===== src/kpi_consts.vh =====
// Constants for the keypad event and interrupt configuration block
`ifndef KPI_CONSTS_VH
`define KPI_CONSTS_VH

// Register offsets
`define KPI_ADDR_CORE_CONFIG   8'h01
`define KPI_ADDR_IRQ_FLAGS     8'h02
`define KPI_ADDR_EVENT_POP     8'h03
`define KPI_ADDR_EVENT_LEVEL   8'h04

// Reset values
`define KPI_CORE_CONFIG_RST    8'h00
`define KPI_IRQ_FLAGS_RST      5'h00

// Configuration field positions
`define KPI_CFG_AUTO_STEP      7
`define KPI_CFG_LOCKED_INPUT   6
`define KPI_CFG_SPILL_WRAP     5
`define KPI_CFG_RETRIGGER      4
`define KPI_CFG_SPILL_ALERT    3
`define KPI_CFG_LOCK_ALERT     2

// Flag field positions
`define KPI_FLG_SALUTE         4
`define KPI_FLG_SPILL          3
`define KPI_FLG_LOCK           2
`define KPI_FLG_INPUT          1
`define KPI_FLG_KEY            0
`define KPI_FLG_W              5

// Event queue shape
`define KPI_EVT_W              8
`define KPI_EVT_DEPTH          10

// Key numbers watched by the salute detector
`define KPI_KEY_A              7'h01
`define KPI_KEY_B              7'h0B
`define KPI_KEY_C              7'h15

// Re-trigger gap: 50 us at a 50 ns clock period
`define KPI_GAP_NS             50000
`define KPI_CLK_NS             50
`define KPI_GAP_CYC            (`KPI_GAP_NS / `KPI_CLK_NS)
`define KPI_GAP_W              10

`endif


===== src/kpi_event_fifo.v =====
// Event queue: flip-flop FIFO with valid and ready on both sides
`timescale 1ns/1ns
module kpi_event_fifo #(
   parameter WIDTH = 8,
   parameter DEPTH = 10,
   parameter AW    = 4
)(
   input  wire             clk_i,
   input  wire             rst_n_i,
   input  wire             in_valid_i,
   input  wire [WIDTH-1:0] in_data_i,
   output wire             in_ready_o,
   output wire             out_valid_o,
   output wire [WIDTH-1:0] out_data_o,
   input  wire             out_ready_i,
   output wire [AW-1:0]    level_o
);
   reg  [WIDTH-1:0] mem_q [0:DEPTH-1];
   reg  [AW-1:0]    wr_q;
   reg  [AW-1:0]    rd_q;
   reg  [AW-1:0]    cnt_q;
   wire             full  = (cnt_q == DEPTH[AW-1:0]);
   wire             empty = (cnt_q == {AW{1'b0}});
   wire             pop   = out_ready_i & ~empty;
   // A push into a full queue is accepted only when a pop frees a slot in the same cycle
   wire             push  = in_valid_i & (~full | pop);
   integer          i;

   assign in_ready_o  = ~full;
   assign out_valid_o = ~empty;
   assign out_data_o  = mem_q[rd_q];
   assign level_o     = cnt_q;

   always @(posedge clk_i or negedge rst_n_i)
   begin
      if (!rst_n_i)
      begin
         wr_q  <= {AW{1'b0}};
         rd_q  <= {AW{1'b0}};
         cnt_q <= {AW{1'b0}};
         for (i = 0; i < DEPTH; i = i + 1)
            mem_q[i] <= {WIDTH{1'b0}};
      end
      else
      begin
         if (push)
         begin
            mem_q[wr_q] <= in_data_i;
            wr_q        <= (wr_q == DEPTH[AW-1:0] - 1'b1) ? {AW{1'b0}} : wr_q + 1'b1;
         end
         if (pop)
            rd_q <= (rd_q == DEPTH[AW-1:0] - 1'b1) ? {AW{1'b0}} : rd_q + 1'b1;
         if (push & ~pop)
            cnt_q <= cnt_q + 1'b1;
         else if (pop & ~push)
            cnt_q <= cnt_q - 1'b1;
      end
   end
endmodule


===== src/kpi_salute_detect.v =====
// Three-key salute detector, including the false combinations of the shipped part
`timescale 1ns/1ns
`include "kpi_consts.vh"
module kpi_salute_detect (
   input  wire                  clk_i,
   input  wire                  rst_n_i,
   input  wire                  key_evt_i,
   input  wire [`KPI_EVT_W-1:0] key_code_i,
   output reg                   hit_o
);
   reg        held_a_q;
   reg        held_b_q;
   reg        held_c_q;
   reg        combo_q;
   wire       press = key_code_i[7];
   wire [6:0] num   = key_code_i[6:0];
   // Key A with either B or C already counts; this covers the true combo and the faulty ones
   wire       combo = held_a_q & (held_b_q | held_c_q);

   always @(posedge clk_i or negedge rst_n_i)
   begin
      if (!rst_n_i)
      begin
         held_a_q <= 1'b0;
         held_b_q <= 1'b0;
         held_c_q <= 1'b0;
         combo_q  <= 1'b0;
         hit_o    <= 1'b0;
      end
      else
      begin
         if (key_evt_i && num == `KPI_KEY_A)
            held_a_q <= press;
         if (key_evt_i && num == `KPI_KEY_B)
            held_b_q <= press;
         if (key_evt_i && num == `KPI_KEY_C)
            held_c_q <= press;
         combo_q <= combo;
         hit_o   <= combo & ~combo_q;
      end
   end
endmodule


===== src/kpi_irq_core.v =====
// Keypad event queue, interrupt flags, configuration byte and interrupt output
// Functional notes
// - Ten-byte event queue of key and input events; detects an event arriving while full.
// - Flag bit 4 sets on three-key salute; holds until host writes one.
// - Salute flag also sets on keys 1+11, 1+21 and 21+1+11.
// - Flag bit 3 reports queue spill; cleared only by host writing one.
// - Flag bit 2 sets when keypad lock sequence starts; write one clears.
// - Flag bit 1 reports input events; write one clears only while no event waits in the queue.
// - Flag bit 0 reports key events; write one clears only while no event waits in the queue.
// - Spill flag raised only when spill alert enable and wrap mode both set.
// - Wrap mode off drops new events at full; on, newest displaces oldest.
// - Spill flag raised as the queue overflows, an event already lost.
// - Config bit 7 enables register address auto increment for reads and writes.
// - Config bit 6 set stops tracking input events while keypad locked.
// - Config bit 4 clear: interrupt stays low on clear attempt with pending events.
// - Config bit 4 set: such a clear releases interrupt 50 us, then reasserts.
// - Config bit 2 enables the keypad lock interrupt.
`timescale 1ns/1ns
`include "kpi_consts.vh"
module kpi_irq_core (
   input  wire                  MCLK_I,
   input  wire                  RESET_N_I,
   input  wire                  KEY_EVT_I,
   input  wire [`KPI_EVT_W-1:0] KEY_CODE_I,
   input  wire                  GPI_EVT_I,
   input  wire [`KPI_EVT_W-1:0] GPI_CODE_I,
   input  wire                  KEYPAD_LOCKED_I,
   input  wire                  LOCK_START_I,
   input  wire                  REG_ADDR_LOAD_I,
   input  wire [7:0]            REG_ADDR_I,
   input  wire                  REG_WR_I,
   input  wire [7:0]            REG_WDATA_I,
   input  wire                  REG_RD_I,
   output reg  [7:0]            REG_RDATA_O,
   output reg                   REG_RVALID_O,
   output reg                   INT_N_O,
   output reg                   EVT_DROP_O
);
   reg  [7:0]             core_config_q;
   reg  [`KPI_FLG_W-1:0]  irq_flags_q;
   reg  [`KPI_FLG_W-1:0]  irq_flags_d;
   reg  [7:0]             ptr_q;
   reg  [`KPI_GAP_W-1:0]  gap_q;
   reg  [7:0]             rdata_d;

   // Gap length kept as an integer, loaded through an explicit slice of the counter width
   localparam integer     GAP_CYC = `KPI_GAP_CYC;

   wire                   salute_hit;
   wire                   fifo_in_ready;
   wire                   fifo_out_valid;
   wire [`KPI_EVT_W-1:0]  fifo_out_data;
   wire [3:0]             fifo_level;

   wire auto_step    = core_config_q[`KPI_CFG_AUTO_STEP];
   wire lock_quiet   = core_config_q[`KPI_CFG_LOCKED_INPUT];
   wire spill_wrap   = core_config_q[`KPI_CFG_SPILL_WRAP];
   wire retrigger    = core_config_q[`KPI_CFG_RETRIGGER];
   wire spill_alert  = core_config_q[`KPI_CFG_SPILL_ALERT];
   wire lock_alert   = core_config_q[`KPI_CFG_LOCK_ALERT];

   // Register access: a fresh address overrides the running pointer
   wire       access   = REG_WR_I | REG_RD_I;
   wire [7:0] acc_addr = REG_ADDR_LOAD_I ? REG_ADDR_I : ptr_q;
   wire       wr_cfg   = REG_WR_I & (acc_addr == `KPI_ADDR_CORE_CONFIG);
   wire       wr_flags = REG_WR_I & (acc_addr == `KPI_ADDR_IRQ_FLAGS);
   wire       rd_pop   = REG_RD_I & (acc_addr == `KPI_ADDR_EVENT_POP);

   // Input events are suppressed while locked only when the host asks for it
   wire       gpi_track = GPI_EVT_I & ~(KEYPAD_LOCKED_I & lock_quiet);
   // Key events win when both arrive in one cycle; the input event is then not queued
   wire       gpi_push  = gpi_track & ~KEY_EVT_I;
   wire       evt_valid = KEY_EVT_I | gpi_push;
   wire [`KPI_EVT_W-1:0] evt_data = KEY_EVT_I ? KEY_CODE_I : GPI_CODE_I;

   wire       q_full    = ~fifo_in_ready;
   wire       spill     = evt_valid & q_full;
   // Wrap mode frees the oldest slot so the new event goes in; otherwise it is dropped
   wire       wrap_pop  = spill & spill_wrap;
   wire       host_pop  = rd_pop & fifo_out_valid;
   wire       fifo_pop  = host_pop | wrap_pop;

   // Overflow alert needs both enable and wrap mode, a quirk kept on purpose
   wire       spill_set = spill & spill_alert & spill_wrap;

   wire [`KPI_FLG_W-1:0] flag_set;
   wire [`KPI_FLG_W-1:0] flag_clr;
   wire [`KPI_FLG_W-1:0] flag_mask;
   wire                  pending;
   wire                  blocked_clr;
   wire                  int_active;

   assign flag_set[`KPI_FLG_SALUTE] = salute_hit;
   assign flag_set[`KPI_FLG_SPILL]  = spill_set;
   assign flag_set[`KPI_FLG_LOCK]   = LOCK_START_I;
   assign flag_set[`KPI_FLG_INPUT]  = gpi_track;
   assign flag_set[`KPI_FLG_KEY]    = KEY_EVT_I;

   // Only ones in the written byte clear; upper bits of the byte are ignored
   assign flag_clr = wr_flags ? REG_WDATA_I[`KPI_FLG_W-1:0] : {`KPI_FLG_W{1'b0}};

   // Key and input flags cannot be cleared while events still wait in the queue
   assign pending     = fifo_out_valid & ~host_pop;
   assign blocked_clr = pending & (|(flag_clr[1:0] & irq_flags_q[1:0]));

   assign flag_mask = {1'b1, 1'b1, lock_alert, 1'b1, 1'b1};
   assign int_active = |(irq_flags_q & flag_mask);

   always @*
   begin
      irq_flags_d = flag_set | (irq_flags_q & ~flag_clr);
      if (pending)
         irq_flags_d[1:0] = irq_flags_d[1:0] | (irq_flags_q[1:0] & flag_clr[1:0]);
   end

   always @*
   begin
      rdata_d = 8'h00;
      case (acc_addr)
         `KPI_ADDR_CORE_CONFIG:
            rdata_d = core_config_q;
         `KPI_ADDR_IRQ_FLAGS:
            rdata_d = {3'b000, irq_flags_q};
         `KPI_ADDR_EVENT_POP:
            rdata_d = fifo_out_valid ? fifo_out_data : 8'h00;
         `KPI_ADDR_EVENT_LEVEL:
            rdata_d = {4'h0, fifo_level};
         default:
            rdata_d = 8'h00;
      endcase
   end

   kpi_event_fifo #(
      .WIDTH (`KPI_EVT_W),
      .DEPTH (`KPI_EVT_DEPTH),
      .AW    (4)
   ) u_fifo (
      .clk_i       (MCLK_I),
      .rst_n_i     (RESET_N_I),
      .in_valid_i  (evt_valid),
      .in_data_i   (evt_data),
      .in_ready_o  (fifo_in_ready),
      .out_valid_o (fifo_out_valid),
      .out_data_o  (fifo_out_data),
      .out_ready_i (fifo_pop),
      .level_o     (fifo_level)
   );

   kpi_salute_detect u_salute (
      .clk_i      (MCLK_I),
      .rst_n_i    (RESET_N_I),
      .key_evt_i  (KEY_EVT_I),
      .key_code_i (KEY_CODE_I),
      .hit_o      (salute_hit)
   );

   always @(posedge MCLK_I or negedge RESET_N_I)
   begin
      if (!RESET_N_I)
      begin
         core_config_q <= `KPI_CORE_CONFIG_RST;
         irq_flags_q   <= `KPI_IRQ_FLAGS_RST;
         ptr_q         <= 8'h00;
         REG_RDATA_O   <= 8'h00;
         REG_RVALID_O  <= 1'b0;
         EVT_DROP_O    <= 1'b0;
      end
      else
      begin
         irq_flags_q  <= irq_flags_d;
         REG_RVALID_O <= REG_RD_I;
         EVT_DROP_O   <= spill & ~spill_wrap;
         if (wr_cfg)
            core_config_q <= REG_WDATA_I;
         if (REG_RD_I)
            REG_RDATA_O <= rdata_d;
         if (access)
            ptr_q <= auto_step ? acc_addr + 8'h01 : acc_addr;
         else if (REG_ADDR_LOAD_I)
            ptr_q <= REG_ADDR_I;
      end
   end

   // Re-trigger gap gives the host a clean edge when it clears too early
   always @(posedge MCLK_I or negedge RESET_N_I)
   begin
      if (!RESET_N_I)
      begin
         gap_q   <= {`KPI_GAP_W{1'b0}};
         INT_N_O <= 1'b1;
      end
      else
      begin
         if (blocked_clr & retrigger)
            gap_q <= GAP_CYC[`KPI_GAP_W-1:0];
         else if (gap_q != {`KPI_GAP_W{1'b0}})
            gap_q <= gap_q - 1'b1;
         if (blocked_clr & retrigger)
            INT_N_O <= 1'b1;
         else
            INT_N_O <= ~(|(irq_flags_d & flag_mask) & (gap_q <= 10'h001));
      end
   end
endmodule


===== config.mk =====
export PLATFORM = sky130hd
export DESIGN_NAME = kpi_irq_core
export DESIGN_NICKNAME = d
export VERILOG_FILES = /design/src/kpi_event_fifo.v /design/src/kpi_salute_detect.v /design/src/kpi_irq_core.v
export VERILOG_INCLUDE_DIRS = /design/src
export SDC_FILE = /design/constraint.sdc
export NUM_CORES = 1
export LEC_CHECK = 0
export BUFFER_PORTS_ARGS = -buffer_cell sky130_fd_sc_hd__buf_2
export CORE_MARGIN = 1.5
export CORE_UTILIZATION = 47
export DETAILED_ROUTE_END_ITERATION = 6
export SYNTH_ARGS = -nofsm -noshare
export SYNTH_HDL_FRONTEND = slang
export SYNTH_HIERARCHICAL = 1
export SYNTH_SLANG_ARGS = --single-unit

===== constraint.sdc =====
create_clock -name MCLK_I -period 3.75 [get_ports MCLK_I]
set_input_delay 0.375 -clock MCLK_I [delete_from_list [all_inputs] [get_ports MCLK_I]]
set_output_delay 0.375 -clock MCLK_I [all_outputs]
set_load 0.02 [all_outputs]

==> results of run 1 <==
==> sequential cells by signal (all words and copies together) (netlist names) <==
register,flops
REG_RVALID_O,1
gap_q,10
ptr_q,8
u_salute/held_c_q,1
u_salute/held_b_q,1
u_fifo/wr_q,4
u_fifo/mem_q,80
u_fifo/rd_q,4
u_salute/hit_o,1
u_fifo/level_o,4
REG_RDATA_O,8
INT_N_O,1
u_salute/combo_q,1
u_salute/held_a_q,1
core_config_q,8
irq_flags_q,5
EVT_DROP_O,1
==> final timing paths <==
check / startpoint / end / cells past startpoint
setup / recovery: u_fifo/level_o[1] / u_fifo/level_o[3] / 11
setup reg to reg: u_fifo/level_o[1] / u_fifo/level_o[3] / 11
max in group asynchronous: RESET_N_I / INT_N_O / 2
min in group MCLK_I: REG_WDATA_I[7] / core_config_q[7] / 2
hold / removal: RESET_N_I / ptr_q[5] / 1
hold reg to reg: u_salute/combo_q / u_salute/hit_o / 1
==> cells by family (layout without fill, tap and decap cells) <==
family                   Yosys count  in the layout  synth area share, %
multiplexers                     135            135                22.71
AND/OR/NAND/NOR                  132            132                11.56
buffers and inverters             48            106                3.121
XOR/XNOR                          18             18                2.209
flip-flops                       139            139                48.76
AO/OA/AOI/OAI                     94             94                9.785
adder cells (fa/ha/maj)           10             10                1.859
==> placed cells by master, fill, tap and decap left out, drive strengths merged, types with 5 or more instances in the layout <==
cell	synthesis	layout
nor2b	18	18
ha	9	9
xor2	6	6
clkinv	1	8
nand2	34	34
nor4	7	7
a21oi	14	14
clkbuf	10	21
o21ai	22	22
nand3	19	19
nor3	10	10
xnor2	12	12
mux2	111	111
a211oi	8	8
mux2i	16	16
dfrtp	138	138
buf	21	57
a21o	5	5
a22o	12	12
o31ai	9	9
mux4	8	8
nor2	22	22
inv	16	16
==> through the flow <==
step	std cells	hold WS, ps	worst slack (ps)	utilization, %	power (mW)
after detailed placement	786	399.3	28.99	51.12	4.173
after global routing	818	165.1	57.47	55.01	6.122
after global placement	786	392.8	290.4	51.12	4.098
final	818	77.52	315.8	55.01	5.774
after floorplan	576	79.41	47.56	-	3.725
after CTS	818	138.6	290.4	55.01	5.823
==> report_power, final <==
| group | switching (mW) | total [mW] | internal [mW] | leakage, nW |
|---|---|---|---|---|
| Sequential | 0.384 | 2.43 | 2.05 | 1.68 |
| Clock | 0.628 | 1.62 | 0.993 | 0.277 |
| Combinational | 0.768 | 1.72 | 0.953 | 1.48 |
| Total | 1.78 | 5.77 | 3.99 | 3.44 |
==> worst register-to-register path, stage by stage (launching register included) <==
cell       delay, ps
dfrtp_1          480
or4_1            610
and3_2           270
a22o_1           230
o41a_2           170
inv_1             80
ha_1             200
inv_1            130
ha_1             290
a21o_1           210
a2111oi_0        470
o31ai_1          160
==> routing by layer <==
layer / wire length, um / GRT usage (%) / vias up
li1: - / - / 2202
met2: 7690 / 35.33 / 105
met4: 233 / 6.626 / 0
met5: 0 / 0 / -
met3: 662 / 5.225 / 16
met1: 7067 / 27.55 / 2378
==> area by class of cell <==
class,instances,area [um2]
Clock buffer,21,450.4
Tap cell,184,230.2
Timing Repair Buffer,57,306.5
Inverter,17,63.81
Sequential cell,139,3481
Multi-Input combinational cell,389,3433
Fill cell,1226,6613
Clock inverter,11,121.4
==> results.py, run 1 <==
metrics = {
    "clock_tree": {
        "cts_tree": "built",
        "hold_buffers": 0,
        "cts.htree.levels": 4,
        "clock-sinks": 139,
        "root_buffer": "clkbuf_16",
        "worstSkewPairLatency_ps": 420,
        "clkTransAtPathRegs_ps": 60,
        "cts_made_buffers": 17,
        "cts_setup_buffers": 0,
        "clk_path_buf_depth": 2,
        "ctsResizeCount": 0,
    },
    "yosys": {
        "synth_edf_count": 0,
        "synth_common_cells": "dfrtp_1 (138), mux2_2 (100), nand2_1 (34)",
        "synth_top_flop_cell": "dfrtp_1",
        "yosys.area.top_type_share_pct": 48.40,
        "synth_area_um2": 7136,
        "ys_ff_latch": 139,
        "synth.avg_cell_area_um2": 12.39,
        "synth_nets": 627,
        "async_reset_ff_share_pct": 100.0,
        "ys_types": 70,
        "syn_inst": 576,
        "ys_top_cells_by_area": "dfrtp_1 (48%), mux2_2 (16%), mux4_2 (2.5%), mux2i_1 (2.2%), nand2_1 (1.8%)",
        "synth_top_area_cell": "dfrtp_1",
        "yosys_warnings": 6,
        "synth.most_common_cell": "dfrtp_1",
        "ys_seq_area_share_pct": 48.76,
    },
    "pwr": {
        "powerDensity_nw_per_um2": 714.0,
        "leakage_nw": 3.436,
        "ir_worst_vdd_mv": 0.4696,
    },
    "grt": {
        "antenna_found_initial": 0,
        "grt_usage_pct": 21.24,
        "grt_max_degree": 112,
        "grt_first_pass_wirelength_mm": 25.84,
        "first_global_vias": 4909,
        "grt-ovfl-total": 0,
    },
    "layout": {
        "drive_gt1_share_pct": 36.28,
        "nets": 672,
        "syn2layout_area_growth_pct": 13.33,
        "insertedDiodeCount": 0,
        "final_design_area_no_fill_um2": 8087,
    },
    "sta": {
        "slew_headroom_pct": 31.84,
        "worstMarginPinSlew_ps": 1022,
        "max_freq_ghz": 0.2912,
        "setup_violations": 0,
        "period_minus_slack_ps": 3434,
        "period_share_pct": 91.58,
        "hold_viol": 0,
        "slew_violations": 0,
        "skew_ps": 6.383,
        "rsz0062_at_grt": "false",
        "setup_tns_ps": 0,
    },
    "drt": {
        "drtPass1Iterations": 6,
        "num_vias": 4701,
        "finalWirelength_mm": 15.65,
        "drt-wirelength-per-cell_um": 19.14,
        "drt_iter0_markers": 272,
        "route.detailed.drc": 0,
        "viasPerCell": 5.747,
        "ant_nets": 0,
    },
    "run": {
        "maxCapViolations": 0,
    },
    "worst_setup_path": {
        "cp_cell_sequence": "or4_1, and3_2, a22o_1, o41a_2, inv_1, ha_1, inv_1, ha_1, a21o_1, a2111oi_0, o31ai_1",
        "worstSetupEndpointType": "flip-flop",
        "crit_slowest_cell": "or4_1",
        "startpoint_type": "flip-flop",
        "path_class": "flip-flop to flip-flop",
        "crit_family": "compound AO/OA/AOI/OAI gates",
        "crit_buf_inv": 2,
        "worstPathMaxFanout": 9,
        "r2r_slack_ps": 320,
        "critical_path_arrival_ps": 3710,
        "cpPeakStageDelay_ps": 610,
        "crit_required_ps": 4030,
    },
    "floorplan": {
        "rows": 44,
        "die_x_um": 126.2,
        "core_um2": 14700,
        "io_pins": 52,
        "start_util_pct": 48.54,
        "die_area_um2": 15930,
        "die_y_um": 126.2,
    },
    "hold_path": {
        "hp-class": "input pin to asynchronous set/reset pin",
    },
    "placement": {
        "gp_congestion": 0.8444,
        "post_dp_cell_area_um2": 7515,
        "dp_hpwl_mm": 10.73,
        "portBuffers": 51,
    },
    "run_status": {
        "status": "finished clean",
    },
}
Power figures use the tool's default switching activity.
==> run 2: changes to the inputs <==
--- a/config.mk
+++ b/config.mk
@@ -7,9 +7,11 @@
 export NUM_CORES = 1
 export LEC_CHECK = 0
 export BUFFER_PORTS_ARGS = -buffer_cell sky130_fd_sc_hd__buf_2
+export CAP_MARGIN = 20
 export CORE_MARGIN = 1.5
 export CORE_UTILIZATION = 47
 export DETAILED_ROUTE_END_ITERATION = 6
+export RECOVER_POWER = 50
 export SYNTH_ARGS = -nofsm -noshare
 export SYNTH_HDL_FRONTEND = slang
 export SYNTH_HIERARCHICAL = 1
==> run 2 against run 1 <==
  * Hold slack improved by 110 ps
  * Utilization fell by 0.085 points
  * Via count rose by 0.94%
  * Critical path type unchanged
  * Design area fell by 0.15%
  * Highest routed layer unchanged
  * Cell count rose by 0.24%
  * Clock skew rose by 3.3 ps
  * Power barely moved
  * Critical path depth did not move
  * Sequential power barely moved
  * First-iteration DRC count fell by 7.0%
  * Clock-buffer cell count did not move
==> results.py, run 2 (same netlist as run 1, synthesis figures left out) <==
metrics = {
    "grt": {
        "antenna_found_initial": 0,
        "grt-ovfl-total": 0,
        "grt_max_degree": 112,
        "grt_usage_pct": 21.24,
        "first_global_vias": 4909,
        "grt_first_pass_wirelength_mm": 25.84,
    },
    "pwr": {
        "ir_worst_vdd_mv": 0.4681,
        "p_sw_share_pct": 30.86,
        "intPower_mw": 3.990,
        "seq_power_share_pct": 42.1,
        "p_comb_share_pct": 29.8,
        "powerDensity_nw_per_um2": 714.8,
        "leakage_nw": 3.388,
        "clock_power_share_pct": 28.1,
        "p_sw_mw": 1.781,
    },
    "layout": {
        "insertedDiodeCount": 0,
        "multi_input_area_um2": 3433,
        "drive_gt1_share_pct": 33.96,
        "final_design_area_no_fill_um2": 8074,
        "final_common_cell": "dfrtp_1",
        "top_regs": "u_fifo/mem_q x80, gap_q x10",
        "fillers": 1236,
        "regMostFlops": "u_fifo/mem_q",
        "nets": 674,
        "largest_reg_flops": 80,
        "syn2layout_area_growth_pct": 13.15,
        "mostFrequentLayoutCells": "dfrtp_1 (137), mux2_2 (100), buf_2 (38)",
        "seq_area_um2": 3481,
    },
    "clock_tree": {
        "cts_made_buffers": 17,
        "clkTransAtPathRegs_ps": 60,
        "ctsResizeCount": 0,
        "root_buffer": "clkbuf_16",
        "hold_buffers": 0,
        "cts_tree": "built",
        "clock-sinks": 139,
        "cts.htree.levels": 4,
        "cts_setup_buffers": 0,
        "clk_path_buf_depth": 2,
        "worstSkewPairLatency_ps": 420,
    },
    "sta": {
        "slew_headroom_pct": 10.11,
        "setup_violations": 0,
        "holdWs_ps": 192.4,
        "rsz0062_at_grt": "false",
        "setup_ws_ps": 315.6,
        "slew_violations": 0,
        "setup_tns_ps": 0,
        "skew_ps": 9.656,
        "period_minus_slack_ps": 3434,
        "max_freq_ghz": 0.2912,
        "period_share_pct": 91.58,
        "worstMarginPinSlew_ps": 1348,
        "hold_viol": 0,
    },
    "worst_setup_path": {
        "cpPeakStageDelay_ps": 610,
        "r2r_slack_ps": 320,
        "startpoint_type": "flip-flop",
        "timing.rr.start": "u_fifo/level_o[1]",
        "crit_slowest_cell": "or4_1",
        "cp_num_cells": 11,
        "r2r_end": "u_fifo/level_o[3]",
        "critical_path_arrival_ps": 3710,
        "crit_family": "compound AO/OA/AOI/OAI gates",
        "crit_start": "u_fifo/level_o[1]",
        "cp_cell_sequence": "or4_1, and3_2, a22o_1, o41a_2, inv_1, ha_1, inv_1, ha_1, a21o_1, a2111oi_0, o31ai_1",
        "worstSetupEndpointType": "flip-flop",
        "crit_end": "u_fifo/level_o[3]",
        "crit_buf_inv": 2,
        "worstPathMaxFanout": 9,
        "path_class": "flip-flop to flip-flop",
        "reg2reg_depth": 11,
        "crit_required_ps": 4030,
    },
    "floorplan": {
        "core_um2": 14700,
        "die_y_um": 126.2,
        "io_pins": 52,
        "start_util_pct": 48.54,
        "die_area_um2": 15930,
        "die_x_um": 126.2,
        "rows": 44,
    },
    "run": {
        "maxCapViolations": 0,
    },
    "hold_path": {
        "hp-class": "input pin to flip-flop",
    },
    "drt": {
        "viasPerCell": 5.787,
        "ant_nets": 0,
        "route.detailed.drc": 0,
        "drt-wirelength-per-cell_um": 19.07,
        "drtPass1Iterations": 5,
        "finalWirelength_mm": 15.64,
        "drt_iter0_markers": 253,
        "num_vias": 4745,
    },
    "placement": {
        "portBuffers": 51,
        "dp_slack_ps": 28.99,
        "gp_congestion": 0.8444,
        "dp_hpwl_mm": 10.73,
        "post_dp_cell_area_um2": 7515,
    },
    "run_status": {
        "status": "finished clean",
    },
}
[run 2: changes by cell type in the layout (fill, tap and decap cells not counted), sizes merged]
| cell | change |
|---|---|
| clkbuf | +16 |
| buf | -15 |
| dlygate4sd3 | +1 |
[run 2: stage by stage]
stage / power [mW] / instances / utilization, %
2_1_floorplan: 3.725 / 576 / -
3_3_place_gp: 4.098 / 786 / 51.12
6_report: 5.771 / 820 / 54.93
3_5_place_dp: 4.173 / 786 / 51.12
5_1_grt: 6.121 / 820 / 54.93
4_1_cts: 5.823 / 818 / 55.01
[run 2: worst min-delay path by stage]
stage                           startpoint          endpoint  slack [ps]  cells past startpoint
after floorplan                  RESET_N_I        EVT_DROP_O          80                      0
after global placement    u_salute/combo_q    u_salute/hit_o         390                      1
after detailed placement  u_salute/combo_q    u_salute/hit_o         400                      1
after CTS                        RESET_N_I          ptr_q[5]         140                      1
after global routing        REG_WDATA_I[5]  core_config_q[5]         190                      2
final                       REG_WDATA_I[7]  core_config_q[7]         190                      2
[run 2: worst register-to-register path, stage by stage, from the launching register on]
cell and delay, ps:
dfrtp_1 480, or4_1 610, and3_2 270, a22o_1 230, o41a_2 170, inv_1 80, ha_1 200, inv_1 130
ha_1 290, a21o_1 210, a2111oi_0 470, o31ai_1 160
[run 2: area by class of cell]
| class | instances | area share [%] |
|---|---|---|
| well taps | 184 | 2.851 |
| clock inverters | 11 | 1.503 |
| clock buffers | 21 | 5.579 |
| multi-input cells | 389 | 42.52 |
| inverters | 17 | 0.7903 |
| flip-flops and latches | 139 | 43.11 |
| repair buffers | 59 | 3.642 |
[run 2: power groups by stage]
stage                     Clock (mW)  Combinational, mW  Sequential (mW)
after detailed placement           0               1.73             2.45
after global routing            1.72               1.89             2.51
after global placement             0               1.68             2.42
after CTS                       1.66               1.73             2.43
final                           1.62               1.72             2.43
after floorplan                    0               1.43             2.30
[run 2: metal layers]
metal  vias up  GRT usage [%]  part of all wire [%]
met5         -              0                     0
met4         0          6.626                   1.3
met1      2413          27.55                    46
met3        16          5.225                   3.9
met2       108          35.33                    49
li1       2208              -                     -
==> run 3: changes to the inputs <==
--- a/config.mk
+++ b/config.mk
@@ -11,6 +11,7 @@
 export CORE_MARGIN = 1.5
 export CORE_UTILIZATION = 47
 export DETAILED_ROUTE_END_ITERATION = 6
+export GPL_TIMING_DRIVEN = 0
 export RECOVER_POWER = 50
 export SYNTH_ARGS = -nofsm -noshare
 export SYNTH_HDL_FRONTEND = slang
==> run 3 against run 2 <==
  * The run now ends with capacitance limit, slew limit left
  * Sequential power down 2%
  * Worst setup slack lost 150 ps
  * Combinational power increased by 7%
  * Sequential share of layout area shrank 0.79 points
  * Clock power increased by 2%
  * Power increased by 2.0%
  * Flip-flop and latch count unchanged
  * Fmax decreased by 4.1%
  * Design area up 1.9%
  * Critical path depth rose by 1
  * Die area stayed put
==> results.py, run 3 (same netlist as run 1, synthesis figures left out) <==
metrics = {
    "drt": {
        "viasPerCell": 5.699,
        "drt_iter0_markers": 242,
        "drtPass1Iterations": 4,
        "num_vias": 4810,
        "finalWirelength_mm": 16.14,
        "ant_nets": 0,
        "route.detailed.drc": 0,
        "drt-wirelength-per-cell_um": 19.12,
    },
    "grt": {
        "grt_usage_pct": 21.65,
        "first_global_vias": 5043,
        "antenna_found_initial": 0,
        "grt-ovfl-total": 0,
        "grt_first_pass_wirelength_mm": 26.32,
        "grt_max_degree": 72,
    },
    "sta": {
        "setup_ws_ps": 167.9,
        "max_freq_ghz": 0.2792,
        "hold_viol": 0,
        "slew_headroom_pct": -15.82,
        "period_share_pct": 95.52,
        "holdWs_ps": 189.1,
        "rsz0062_at_grt": "false",
        "worstMarginPinSlew_ps": 1737,
        "setup_violations": 0,
        "slew_violations": 72,
        "skew_ps": 11.55,
        "period_minus_slack_ps": 3582,
    },
    "worst_setup_path": {
        "r2r_slack_ps": 170,
        "timing.rr.start": "u_fifo/level_o[1]",
        "crit_start": "u_fifo/level_o[1]",
        "worstPathMaxFanout": 10,
        "critical_path_arrival_ps": 3860,
        "startpoint_type": "flip-flop",
        "worstSetupEndpointType": "flip-flop",
        "path_class": "flip-flop to flip-flop",
        "reg2reg_depth": 12,
        "crit_required_ps": 4030,
        "r2r_end": "u_fifo/level_o[3]",
        "crit_end": "u_fifo/level_o[3]",
    },
    "layout": {
        "insertedDiodeCount": 0,
        "largest_reg_flops": 80,
        "fin_cells": 844,
        "syn2layout_area_growth_pct": 15.26,
        "nets": 698,
        "regMostFlops": "u_fifo/mem_q",
        "drive_gt1_share_pct": 34.70,
        "final_common_cell": "dfrtp_1",
        "top_regs": "u_fifo/mem_q x80, gap_q x10",
        "mostFrequentLayoutCells": "dfrtp_1 (137), mux2_2 (100), buf_2 (41)",
        "final_util_pct": 55.95,
    },
    "placement": {
        "portBuffers": 50,
        "placedCellCount": 811,
        "dp_hpwl_mm": 11.38,
        "dp_slack_ps": -494.3,
        "gp_congestion": 0.8420,
    },
    "pwr": {
        "p_sw_share_pct": 31.64,
        "p_sw_mw": 1.862,
        "clock_power_share_pct": 28.3,
        "ir_worst_vdd_mv": 0.4219,
        "seq_power_share_pct": 40.4,
        "p_total_mw": 5.884,
        "powerDensity_nw_per_um2": 715.5,
        "intPower_mw": 4.023,
        "p_comb_share_pct": 31.3,
        "leakage_nw": 3.464,
    },
    "clock_tree": {
        "cts_made_buffers": 17,
        "cts.htree.levels": 4,
        "clock-sinks": 139,
        "root_buffer": "clkbuf_16",
        "worstSkewPairLatency_ps": 420,
        "cts_tree": "built",
        "clk_path_buf_depth": 2,
        "clkTransAtPathRegs_ps": 60,
    },
    "run": {
        "maxCapViolations": 1,
    },
    "floorplan": {
        "die_x_um": 126.2,
        "rows": 44,
        "core_um2": 14700,
        "io_pins": 52,
        "start_util_pct": 48.54,
        "die_y_um": 126.2,
        "die_area_um2": 15930,
    },
    "hold_path": {
        "hp-class": "input pin to flip-flop",
        "hold_depth": 2,
    },
    "run_status": {
        "violations": "capacitance limit, slew limit",
        "status": "complete, but fails checks",
    },
}
## run 3: cell types whose count changed in the layout (fill, tap and decap cells not counted), sizes merged
cell | previous run | this run
inv | 16 | 20
clkinvlp | 2 | 1
clkinv | 8 | 9
clkbuf | 37 | 43
buf | 42 | 56
## run 3: layout make-up
type,instances,area [um2]
buffer,30,157.7
clock buffer,17,425.4
clock inverter,15,165.2
fill,1280,6475
inverter,17,63.81
multi-input combinational,389,3445
sequential,139,3481
tap,184,230.2
timing repair buffer,53,256.5
## run 3: repair_timing
| action | CTS | global route |
|---|---|---|
| setup endpoints to repair | 1 | 1 |
| resized for setup | 3 | 4 |
| hold endpoints to repair | 51 | 0 |
| gates cloned | 0 | 0 |
| setup buffers | 0 | 0 |
| hold buffers | 1 | 0 |
## run 3: per-stage QoR
| stage | TNS [ps] | cell area (um2) |
|---|---|---|
| CTS | 0 | 8259 |
| floorplan | 0 | 7136 |
| global placement | -457.6 | 7616 |
| global route | 0 | 8224 |
| finish | 0 | 8224 |
| detailed placement | -681.3 | 7650 |
## run 3: critical path, stage by stage, from the launching register on
cell and delay [ps]:
dfrtp_2 470, or4_1 590, and3_2 280, a22o_1 220, o21a_1 200, buf_6 140, buf_6 140, ha_1 220
inv_1 160, ha_1 250, a21o_1 210, a2111oi_1 410, o31ai_1 150
## run 3: power groups by stage
stage / combinational [mW] / clock (mW) / sequential [mW]
finish: 1.84 / 1.66 / 2.38
global route: 2.01 / 1.77 / 2.45
CTS: 1.86 / 1.70 / 2.37
detailed placement: 1.85 / 0 / 2.39
global placement: 1.78 / 0 / 2.36
floorplan: 1.43 / 0 / 2.30
## run 3: worst min-delay path by stage
stage / from / endpoint / slack [ps]
5_1_grt: REG_WDATA_I[6] / core_config_q[6] / 180
2_1_floorplan: RESET_N_I / EVT_DROP_O / 80
4_1_cts: REG_RD_I / REG_RVALID_O / 170
3_3_place_gp: u_salute/combo_q / u_salute/hit_o / 390
3_5_place_dp: u_salute/combo_q / u_salute/hit_o / 390
6_report: REG_WDATA_I[7] / core_config_q[7] / 190
## run 3: routing by layer
layer / wire length [um] / track usage (%) / vias to the layer above / part of all wire [%]
met1: 7112 / 27.50 / 2448 / 44
met2: 8156 / 36.52 / 97 / 51
met5: 0 / 0 / - / 0
met3: 639 / 5.607 / 15 / 4.0
li1: - / - / 2250 / -
met4: 229 / 6.558 / 0 / 1.4
